$ cat src/qhc_pkg.sv
// package: register indices, mode bits, status bits, error codes
package qhc_pkg;
    // ------------------------------------------------------------
    // register word indices
    // ------------------------------------------------------------
    localparam logic [3:0] IN_STATUS = 4'h0;
    localparam logic [3:0] IN_ERR_BASE = 4'h1;
    localparam logic [3:0] IN_CNT_BASE = 4'h5;
    localparam logic [3:0] IN_LAST = 4'h8;
    localparam logic [2:0] OUT_LAST = 3'h7;
    localparam int NUM_CH = 4;
    localparam int WORD_W = 16;
    // ------------------------------------------------------------
    // status bit positions
    // ------------------------------------------------------------
    localparam int ST_COMMS_LOSS = 15;
    localparam int ST_UNHEALTHY = 14;
    localparam int ST_EXCEED_LO = 8;
    localparam int ST_REACH_LO = 4;
    // ------------------------------------------------------------
    // mode word bit positions
    // ------------------------------------------------------------
    localparam int MD_UP = 6;
    localparam int MD_OUT_LOW = 5;
    localparam int MD_EN_HIGH = 4;
    localparam int MD_FALL = 3;
    localparam int MD_FAST = 2;
    localparam int MD_DIFF = 1;
    localparam logic [15:0] MODE_RESET = 16'h0040;
    localparam logic [15:0] TARGET_RESET = 16'h0000;
    // ------------------------------------------------------------
    // error codes
    // ------------------------------------------------------------
    localparam logic [15:0] ERR_NONE = 16'h0000;
    localparam logic [15:0] ERR_DIFF_FAST = 16'h0001;
    localparam logic [15:0] ERR_DIFF_REP = 16'h0002;
    localparam logic [15:0] ERR_FAST_CH = 16'h0003;
    localparam logic [15:0] ERR_MODE_CHG = 16'h0004;
    localparam logic [15:0] ERR_DIFF_CH = 16'h0005;
    localparam logic [15:0] ERR_TARGET = 16'h0006;
    // ------------------------------------------------------------
    // card identity and link watchdog
    // ------------------------------------------------------------
    localparam logic [7:0] CARD_ID = 8'h5A; // arbitrary value
    localparam int CLK_HZ = 10_000_000;
    localparam int LINK_TIMEOUT_US = 100;
    localparam int LINK_TIMEOUT_CYC = LINK_TIMEOUT_US * (CLK_HZ / 1_000_000);
endpackage

$ cat src/qhc_cfg_if.sv
// interface: one channel's configuration toward its counter
`timescale 1ns/1ps
interface qhc_cfg_if;
    logic [15:0] mode; // mode word
    logic [15:0] target; // target count
    logic [15:0] count; // live count
    logic reached; // count equals target
    logic exceeded; // count beyond target
    logic gate_ok; // gate pin at its high level
    logic out_level; // counter output pin level
    modport ctl (output mode, target,
        input count, reached, exceeded, gate_ok, out_level);
    modport cnt (input mode, target,
        output count, reached, exceeded, gate_ok, out_level);
endinterface

$ cat src/qhc_counter.sv
// one counter channel: edge detect, enable, compare
`timescale 1ns/1ps
module qhc_counter (
    input wire logic clk_sys_in,
    input wire logic rst_b_in,
    input wire logic cnt_pin_in,
    input wire logic gate_pin_in,
    qhc_cfg_if.cnt cfg
);
    typedef struct packed {
        logic [1:0] pin_sync; // count pin synchroniser
        logic [1:0] gate_sync; // gate pin synchroniser
        logic pin_prev; // last synced count level
        logic [15:0] count; // live count
        logic reached; // at target
        logic exceeded; // past target
        logic out_level; // output pin
    } qhc_cnt_state_t;
    qhc_cnt_state_t st_reg, st_next;
    logic edge_hit;
    logic enabled;
    // --------------------------------------------------------
    // next state
    // --------------------------------------------------------
    always_comb begin
        st_next = st_reg;
        st_next.pin_sync = {st_reg.pin_sync[0], cnt_pin_in};
        st_next.gate_sync = {st_reg.gate_sync[0], gate_pin_in};
        st_next.pin_prev = st_reg.pin_sync[1];
        // edge choice
        edge_hit = cfg.mode[qhc_pkg::MD_FALL] ?
            (st_reg.pin_prev & ~st_reg.pin_sync[1]) :
            (~st_reg.pin_prev & st_reg.pin_sync[1]);
        // enable polarity
        enabled = (st_reg.gate_sync[1] ==
            cfg.mode[qhc_pkg::MD_EN_HIGH]);
        if (edge_hit && enabled) begin
            // direction
            st_next.count = cfg.mode[qhc_pkg::MD_UP] ?
                st_reg.count + 16'h0001 : st_reg.count - 16'h0001;
        end
        st_next.reached = (st_reg.count == cfg.target);
        st_next.exceeded = cfg.mode[qhc_pkg::MD_UP] ?
            (st_reg.count > cfg.target) : (st_reg.count < cfg.target);
        // output polarity
        st_next.out_level = st_reg.reached ^
            cfg.mode[qhc_pkg::MD_OUT_LOW];
    end
    // --------------------------------------------------------
    // state register
    // --------------------------------------------------------
    always_ff @(posedge clk_sys_in or negedge rst_b_in) begin
        if (!rst_b_in) begin
            st_reg <= '0;
        end else begin
            st_reg <= st_next;
        end
    end
    assign cfg.count = st_reg.count;
    assign cfg.reached = st_reg.reached;
    assign cfg.exceeded = st_reg.exceeded;
    // status shows the synced gate level of channels 1 to 3, whatever the enable polarity
    assign cfg.gate_ok = st_reg.gate_sync[1];
    assign cfg.out_level = st_reg.out_level;
    // counter moves only on a qualified edge
    a_count_step: assert property (
        @(posedge clk_sys_in) disable iff (!rst_b_in)
        !(edge_hit && enabled) |=> $stable(st_reg.count))
        else $error("count moved without a qualified edge");
endmodule

$ cat src/quad_hsc_regs.sv
// four-channel counter register block with error checking
`timescale 1ns/1ps
module quad_hsc_regs #(
    parameter int LINK_TIMEOUT = qhc_pkg::LINK_TIMEOUT_CYC,
    parameter logic [15:0] TARGET_MAX = 16'hFFFE
) (
    input wire logic clk_sys_in,
    input wire logic rst_b_in,
    input wire logic wr_en_in,
    input wire logic [2:0] wr_idx_in,
    input wire logic [15:0] wr_data_in,
    input wire logic rd_en_in,
    input wire logic [3:0] rd_idx_in,
    input wire logic [3:0] cnt_pin_in,
    input wire logic [3:0] gate_pin_in,
    input wire logic link_alive_in,
    input wire logic [7:0] card_id_in,
    input wire logic repeat_req_in,
    output logic [15:0] rd_data_out,
    output logic rd_valid_out,
    output logic [3:0] cnt_out
);
    // ------------------------------------------------------------
    // parameter checks
    // ------------------------------------------------------------
    // watchdog counter is 16 bits wide
    if (LINK_TIMEOUT < 1 || LINK_TIMEOUT > 65535) begin : g_bad_timeout
        $error("link timeout out of range");
    end
    // ------------------------------------------------------------
    // state
    // ------------------------------------------------------------
    typedef struct packed {
        logic [3:0][15:0] mode; // mode words, index = channel-1
        logic [3:0][15:0] target; // target counts
        logic [3:0][15:0] err; // error codes
        logic [1:0] alive_sync; // link heartbeat synchroniser
        logic alive_prev; // last heartbeat
        logic [15:0] wdog; // cycles since heartbeat
        logic comms_lost; // link lost flag
        logic [7:0] id_s1; // id first stage
        logic [7:0] id_s2; // id second stage
        logic [1:0] rep_sync; // repeat request sync
        logic [15:0] rd_data; // read data
        logic rd_valid; // read strobe
        logic [3:0] cnt_o; // counter output pins
    } qhc_top_state_t;
    qhc_top_state_t st_reg, st_next;
    logic [3:0][15:0] live_count;
    logic [3:0] reached, exceeded, gate_ok, out_lv;
    logic [15:0] status_word;
    logic [1:0] wr_ch;
    logic [15:0] chk_code;
    // ------------------------------------------------------------
    // channel instances
    // ------------------------------------------------------------
    genvar g;
    generate
        for (g = 0; g < qhc_pkg::NUM_CH; g++) begin : gen_ch
            qhc_cfg_if cfg_i ();
            assign cfg_i.mode = st_reg.mode[g];
            assign cfg_i.target = st_reg.target[g];
            assign live_count[g] = cfg_i.count;
            assign reached[g] = cfg_i.reached;
            assign exceeded[g] = cfg_i.exceeded;
            assign gate_ok[g] = cfg_i.gate_ok;
            assign out_lv[g] = cfg_i.out_level;
            qhc_counter qhc_counter_i (
                .clk_sys_in(clk_sys_in),
                .rst_b_in(rst_b_in),
                .cnt_pin_in(cnt_pin_in[g]),
                .gate_pin_in(gate_pin_in[g]),
                .cfg(cfg_i.cnt)
            );
        end
    endgenerate
    // ------------------------------------------------------------
    // configuration check for one channel write
    // ------------------------------------------------------------
    function automatic logic [15:0] check_mode(
        input logic [1:0] ch,
        input logic [15:0] m,
        input logic [15:0] old_m,
        input logic rep,
        input logic diff_pair
    );
        logic fast;
        logic diff;
        fast = m[qhc_pkg::MD_FAST];
        diff = m[qhc_pkg::MD_DIFF];
        if (ch == 2'd0 && diff && fast) begin
            check_mode = qhc_pkg::ERR_DIFF_FAST;
        end else if ((ch == 2'd0 || ch == 2'd2) && diff && rep) begin
            check_mode = qhc_pkg::ERR_DIFF_REP;
        end else if (ch != 2'd0 && fast) begin
            check_mode = qhc_pkg::ERR_FAST_CH;
        end else if ((ch == 2'd1 || ch == 2'd3) && diff) begin
            check_mode = qhc_pkg::ERR_DIFF_CH;
        end else if ((ch == 2'd1 || ch == 2'd3) && diff_pair &&
                     (m[6:1] != old_m[6:1])) begin
            check_mode = qhc_pkg::ERR_MODE_CHG;
        end else begin
            check_mode = qhc_pkg::ERR_NONE;
        end
    endfunction
    // ------------------------------------------------------------
    // status word assembly
    // ------------------------------------------------------------
    always_comb begin
        status_word = 16'h0000;
        status_word[qhc_pkg::ST_COMMS_LOSS] = st_reg.comms_lost;
        status_word[qhc_pkg::ST_UNHEALTHY] =
            (st_reg.id_s2 != qhc_pkg::CARD_ID);
        // bits 13, 12 and 3 stay zero
        status_word[13:12] = 2'b00;
        status_word[3] = 1'b0;
        for (int i = 0; i < qhc_pkg::NUM_CH; i++) begin
            status_word[qhc_pkg::ST_EXCEED_LO + i] = exceeded[i];
            status_word[qhc_pkg::ST_REACH_LO + i] = reached[i];
        end
        status_word[2:0] = gate_ok[2:0];
    end
    // ------------------------------------------------------------
    // next state
    // ------------------------------------------------------------
    always_comb begin
        st_next = st_reg;
        wr_ch = wr_idx_in[2:1];
        chk_code = qhc_pkg::ERR_NONE;
        // synchronisers
        st_next.alive_sync = {st_reg.alive_sync[0], link_alive_in};
        st_next.alive_prev = st_reg.alive_sync[1];
        st_next.id_s1 = card_id_in;
        st_next.id_s2 = st_reg.id_s1;
        st_next.rep_sync = {st_reg.rep_sync[0], repeat_req_in};
        // link watchdog: any heartbeat edge restarts it
        if (st_reg.alive_sync[1] != st_reg.alive_prev) begin
            st_next.wdog = 16'h0000;
            st_next.comms_lost = 1'b0;
        end else if (st_reg.wdog >= 16'(LINK_TIMEOUT - 1)) begin
            st_next.comms_lost = 1'b1;
        end else begin
            st_next.wdog = st_reg.wdog + 16'h0001;
        end
        // master writes: even index mode, odd index target
        if (wr_en_in) begin
            if (!wr_idx_in[0]) begin
                // bits 15..7 and bit 0 are not stored
                st_next.mode[wr_ch] = wr_data_in & 16'h007E;
                chk_code = check_mode(wr_ch, wr_data_in,
                    st_reg.mode[wr_ch], st_reg.rep_sync[1],
                    st_reg.mode[0][qhc_pkg::MD_DIFF] |
                    st_reg.mode[2][qhc_pkg::MD_DIFF]);
                st_next.err[wr_ch] = chk_code;
                if (chk_code != qhc_pkg::ERR_NONE) begin
                    st_next.mode[wr_ch] = st_reg.mode[wr_ch];
                end
            end else if (wr_data_in > TARGET_MAX) begin
                st_next.err[wr_ch] = qhc_pkg::ERR_TARGET;
            end else begin
                st_next.target[wr_ch] = wr_data_in;
                st_next.err[wr_ch] = qhc_pkg::ERR_NONE;
            end
        end
        // read mux, channel 4 first
        st_next.rd_valid = rd_en_in;
        if (rd_en_in) begin
            if (rd_idx_in == qhc_pkg::IN_STATUS) begin
                st_next.rd_data = status_word;
            end else if (rd_idx_in < qhc_pkg::IN_CNT_BASE) begin
                st_next.rd_data =
                    st_reg.err[2'(4'd4 - rd_idx_in)];
            end else if (rd_idx_in <= qhc_pkg::IN_LAST) begin
                st_next.rd_data =
                    live_count[2'(4'd8 - rd_idx_in)];
            end else begin
                st_next.rd_data = 16'h0000;
            end
        end
        st_next.cnt_o = out_lv;
    end
    // ------------------------------------------------------------
    // state register
    // ------------------------------------------------------------
    always_ff @(posedge clk_sys_in or negedge rst_b_in) begin
        if (!rst_b_in) begin
            st_reg <= '0;
            st_reg.mode <= {4{qhc_pkg::MODE_RESET}};
            st_reg.target <= {4{qhc_pkg::TARGET_RESET}};
        end else begin
            st_reg <= st_next;
        end
    end
    assign rd_data_out = st_reg.rd_data;
    assign rd_valid_out = st_reg.rd_valid;
    assign cnt_out = st_reg.cnt_o;
    // ------------------------------------------------------------
    // checks
    // ------------------------------------------------------------
    // reserved status bits read low
    a_unused_bits: assert property (
        @(posedge clk_sys_in) disable iff (!rst_b_in)
        rd_valid_out && $past(rd_idx_in) == 4'h0
        |-> rd_data_out[13:12] == 2'b00 && !rd_data_out[3])
        else $error("reserved status bits set");
    // fast mode off channel 1; differential left out, with repeat on channel 3 it ranks higher
    a_fast_reject: assert property (
        @(posedge clk_sys_in) disable iff (!rst_b_in)
        wr_en_in && !wr_idx_in[0] && wr_idx_in[2:1] != 2'd0 &&
        wr_data_in[2] && !wr_data_in[1]
        |=> st_reg.err[$past(wr_idx_in[2:1])] == qhc_pkg::ERR_FAST_CH)
        else $error("fast mode not refused");
    // differential on channel 2 or 4
    a_diff_reject: assert property (
        @(posedge clk_sys_in) disable iff (!rst_b_in)
        wr_en_in && !wr_idx_in[0] && wr_idx_in[1] &&
        wr_data_in[1] && !wr_data_in[2]
        |=> st_reg.err[$past(wr_idx_in[2:1])] == qhc_pkg::ERR_DIFF_CH)
        else $error("differential not refused");
    // out-of-range target keeps the old one
    a_target_bad: assert property (
        @(posedge clk_sys_in) disable iff (!rst_b_in)
        wr_en_in && wr_idx_in[0] && wr_data_in > TARGET_MAX
        |=> st_reg.err[$past(wr_idx_in[2:1])] == qhc_pkg::ERR_TARGET &&
            $stable(st_reg.target))
        else $error("bad target accepted");
    // loss flag only after the full quiet span
    a_comms_flag: assert property (
        @(posedge clk_sys_in) disable iff (!rst_b_in)
        st_reg.comms_lost |-> st_reg.wdog >= 16'(LINK_TIMEOUT - 1))
        else $error("comms loss flagged early");
    // unused mode bits of channel 1 never stored
    a_mode_mask: assert property (
        @(posedge clk_sys_in) disable iff (!rst_b_in)
        st_reg.mode[0][15:7] == 9'h000 && !st_reg.mode[0][0])
        else $error("unused mode bits stored");
    // read strobe answered one cycle later, for one cycle
    a_read_lat: assert property (
        @(posedge clk_sys_in) disable iff (!rst_b_in)
        rd_en_in |=> rd_valid_out ##1 (rd_valid_out == $past(rd_en_in)))
        else $error("read strobe timing wrong");
    // wrong id through both sync stages flags the card
    a_id_health: assert property (
        @(posedge clk_sys_in) disable iff (!rst_b_in)
        (card_id_in != qhc_pkg::CARD_ID) [*3] |-> status_word[14])
        else $error("bad card id not flagged");
endmodule

$ cat config.mk
export PLATFORM = sky130hd
export DESIGN_NAME = quad_hsc_regs
export DESIGN_NICKNAME = d
export VERILOG_FILES = /design/src/qhc_pkg.sv /design/src/qhc_cfg_if.sv /design/src/qhc_counter.sv /design/src/quad_hsc_regs.sv
export SDC_FILE = /design/constraint.sdc
export NUM_CORES = 1
export LEC_CHECK = 0
export BUFFER_PORTS_ARGS = -buffer_cell sky130_fd_sc_hd__clkbuf_2
export CAP_MARGIN = 20
export CORE_ASPECT_RATIO = 2
export CORE_MARGIN = 2
export CORE_UTILIZATION = 30
export CTS_CLUSTER_SIZE = 10
export DETAILED_ROUTE_END_ITERATION = 8
export PLACE_DENSITY_LB_ADDON = 0.12
export SLEW_MARGIN = 10
export SYNTH_ARGS = -nofsm -noshare
export SYNTH_HDL_FRONTEND = slang
export SYNTH_SLANG_ARGS = --single-unit
export TNS_END_PERCENT = 1
$ cat constraint.sdc
create_clock -name clk_sys_in -period 8.79 [get_ports clk_sys_in]
set_input_delay 0.879 -clock clk_sys_in [delete_from_list [all_inputs] [get_ports clk_sys_in]]
set_output_delay 0.879 -clock clk_sys_in [all_outputs]
set_load 0.05 [all_outputs]
==> results.cfg <==
[min_path]
holdPathStages = 0
min_path_type = reg2reg
whs_endpoint = cnt_out[3]$_DFF_PN0_
hp-start = gen_ch[3].qhc_counter_i.cfg.out_level$_DFF_PN0_

[sta]
worstMarginPinSlew_ns = 1.02
period_minus_slack_ns = 3.77
rsz0062_at_grt = false
fmaxAchievable_mhz = 266
max_slew_margin_pct = 31.9
final_hold_viol_count = 0
whs_ns = 0.343
finClkSkew_ns = 0.0174
setup_violations = 0
drv_slew = 0
fin_setup_tns_ns = 0
setup_ws_ns = 5.02
finalCritPeriodShare_pct = 42.8

[setup_path]
cp_slowest_cell = o41ai_1
r2r_cells = 10
regToRegSetupSlack_ns = 5.02
rr_endpoint = gen_ch[3].qhc_counter_i.cfg.count[15]$_DFFE_PN0P_
startpoint_type = flip-flop
path_class = reg2reg
critPathMaxFanout = 15
worst_ep_arrival_time_ns = 4.17
end_kind = flip-flop
required_ns = 9.20
slowest_delay_ns = 0.72
r2r-start = gen_ch[3].cfg_i.mode[6]$_DFFE_PN1P_
worstPathCellList = inv_1 > ha_1 > a211oi_1 > o211ai_1 > a41oi_1 > o22ai_1 > o41ai_1 > xnor2_1 > o21ai_0 > o31ai_1

[pwr]
ir_drop_mv = 0.123
leakagePower_uw = 0.00844
p_per_area_mw_per_mm2 = 326

[routing]
met3WireLength_um = 1470
drcViolationCount = 0
vias = 11500
wl_per_cell_um = 22.2
top_layer_used = met5
first_iter_violations = 564
vias_per_cell = 5.00
wl_met2_um = 28300
wl_met1_um = 18900
drt_pass1_iterations = 4
final_antenna_net_count = 0
wl_um = 50900

[logic_synthesis]
yosysSeqAreaShare_pct = 46.8
synth.area.top_cells = dfrtp_1 (46%), ha_1 (9.3%), o21ai_0 (4.7%)
synth_largest_area_cell = dfrtp_1
dominantRegCellSynth = dfrtp_1
synth_top_cell_area_share_pct = 46.2
synth_area_per_cell_um2 = 10.5
async_flop_share_pct = 100
synth_warnings = 0
syn_area_mm2 = 0.0164
syn-instance-count = 1566
synth-edff-count = 0
ys_ff_latch = 307
synth_nets = 1737
synth.distinct_cells = 63

[place]
postPlaceCellArea_mm2 = 0.0173
dp_slack_ns = 4.78
numPortBuffers = 65
place_congestion = 0.847
place_hpwl_um = 38500
place_inst = 2238

[grt]
grt_max_degree = 109
grt_overflow = 0
track_usage_pct = 18.3
antenna_found_initial = 3
grt_pass1_vias = 12100
grt_first_pass_wirelength_um = 76700

[clock_network]
clk_pin_slew_ns = 0.06
cts_buffers = 37
postCtsSetupBuffers = 0
hold_buffers = 0
htreeDepth = 2
clock_latency_ns = 0.55
root_buffer = clkbuf_16
tritoncts = yes
cts_resized = 0
cts_sinks = 307
cts_buffer_depth = 3

[die]
die_h_um = 335
ios = 66
start_util_pct = 30.3
die_w_um = 169
rows = 121
coreArea_mm2 = 0.0542
die_area_mm2 = 0.0567

[flow_run]
maxCapViolations = 0

[final_layout]
drive_above_1_share_pct = 12.6
final_area_mm2 = 0.0184
largest_reg_flops = 83
syn_to_final_growth_pct = 12.3
final_cells = 2295
nNetsFinal = 1773

[outcome]
status = complete, no violations
==> through the flow <==
step / total power, uW / util, %
final: 6010 / 34.0
after global routing: 6450 / 34.0
after CTS: 6100 / 34.0
after detailed placement: 4610 / 31.9
after global placement: 4570 / 31.9
after floorplan: 3780 / -
==> worst max-delay path by stage <==
stage                                             start                                           endpoint  slack [ns]  depth (start not counted)
detailed placement                         rd_idx_in[0]                         rd_data_out[2]$_DFFE_PN0P_        4.78                         10
global route        gen_ch[3].cfg_i.mode[6]$_DFFE_PN1P_  gen_ch[3].qhc_counter_i.cfg.count[15]$_DFFE_PN0P_        4.82                         10
floorplan                                  rd_idx_in[0]                        rd_data_out[13]$_DFFE_PN0P_        5.20                         12
global placement                           rd_idx_in[0]                        rd_data_out[13]$_DFFE_PN0P_        4.83                         10
finish              gen_ch[3].cfg_i.mode[6]$_DFFE_PN1P_  gen_ch[3].qhc_counter_i.cfg.count[15]$_DFFE_PN0P_        5.02                         10
CTS                 gen_ch[3].cfg_i.mode[6]$_DFFE_PN1P_  gen_ch[3].qhc_counter_i.cfg.count[15]$_DFFE_PN0P_        4.94                         10
==> cell usage in the layout (no fill, tap or decap), types with 34 or more instances in the layout <==
cell,synthesis,final
o21ai_0,154,151
ha_1,122,121
and2_1,64,64
a21oi_1,86,86
mux4_2,34,34
xnor2_1,49,49
nand2_1,152,152
inv_1,85,85
a211oi_1,37,37
clkbuf_2,0,64
dfrtp_1,303,303
nor2_1,93,91
clkbuf_16,0,38
==> logic make-up after synthesis <==
logic type	after synthesis	share of synthesized area, %
DFF	307	46.8
xor gates and xnor gates	82	4.38
adders and majority gates	126	9.79
muxes	86	8.45
AOI/OAI and AO/OA	380	13.9
and+or+nand+nor	419	12.3
buffers and inverters	166	4.35
==> Yosys cell counts (all sizes together), types with 19 or more instances <==
master  number
mux4        38
and2        64
ha         122
xor2        33
dfrtp      303
buf         34
xnor2       49
o21ai      155
a211oi      37
nor2b       25
a21o        29
mux2        29
clkbuf      46
o21a        20
nand2      152
inv         86
a21oi       86
nand3       21
mux2i       19
nor2        93
==> critical path, delay by kind of cell (launching register included) <==
kind,cells,cell delay (ns)
flops,1,0.64
buf+inv,1,0.33
xor+xnor,1,0.17
compound gates,7,2.07
fa+ha+maj,1,0.42
==> final cells by class <==
class                      count  area, um2
fill                        5514      35800
antenna                        2       5.00
timing repair buffer          77        440
clock buffer                  52       1050
tap                          676        846
multi-input combinational   1093       8040
clock inverter                 2       36.3
sequential                   307       7690
inverter                      86        323
==> power by group <==
group          internal (uW)  switching [uW]  total, uW
combinational           1070            1350       2420
sequential              1680             457       2140
clock                    829             616       1450
total                   3580            2420       6010
==> layer usage <==
| metal | up-vias | global-route usage (%) |
|---|---|---|
| met5 | - | 0 |
| met1 | 5685 | 19.4 |
| met4 | 4 | 8.09 |
| met2 | 163 | 35.5 |
| li1 | 5536 | - |
| met3 | 84 | 2.43 |
No activity file was read; power rests on OpenSTA's default activity.
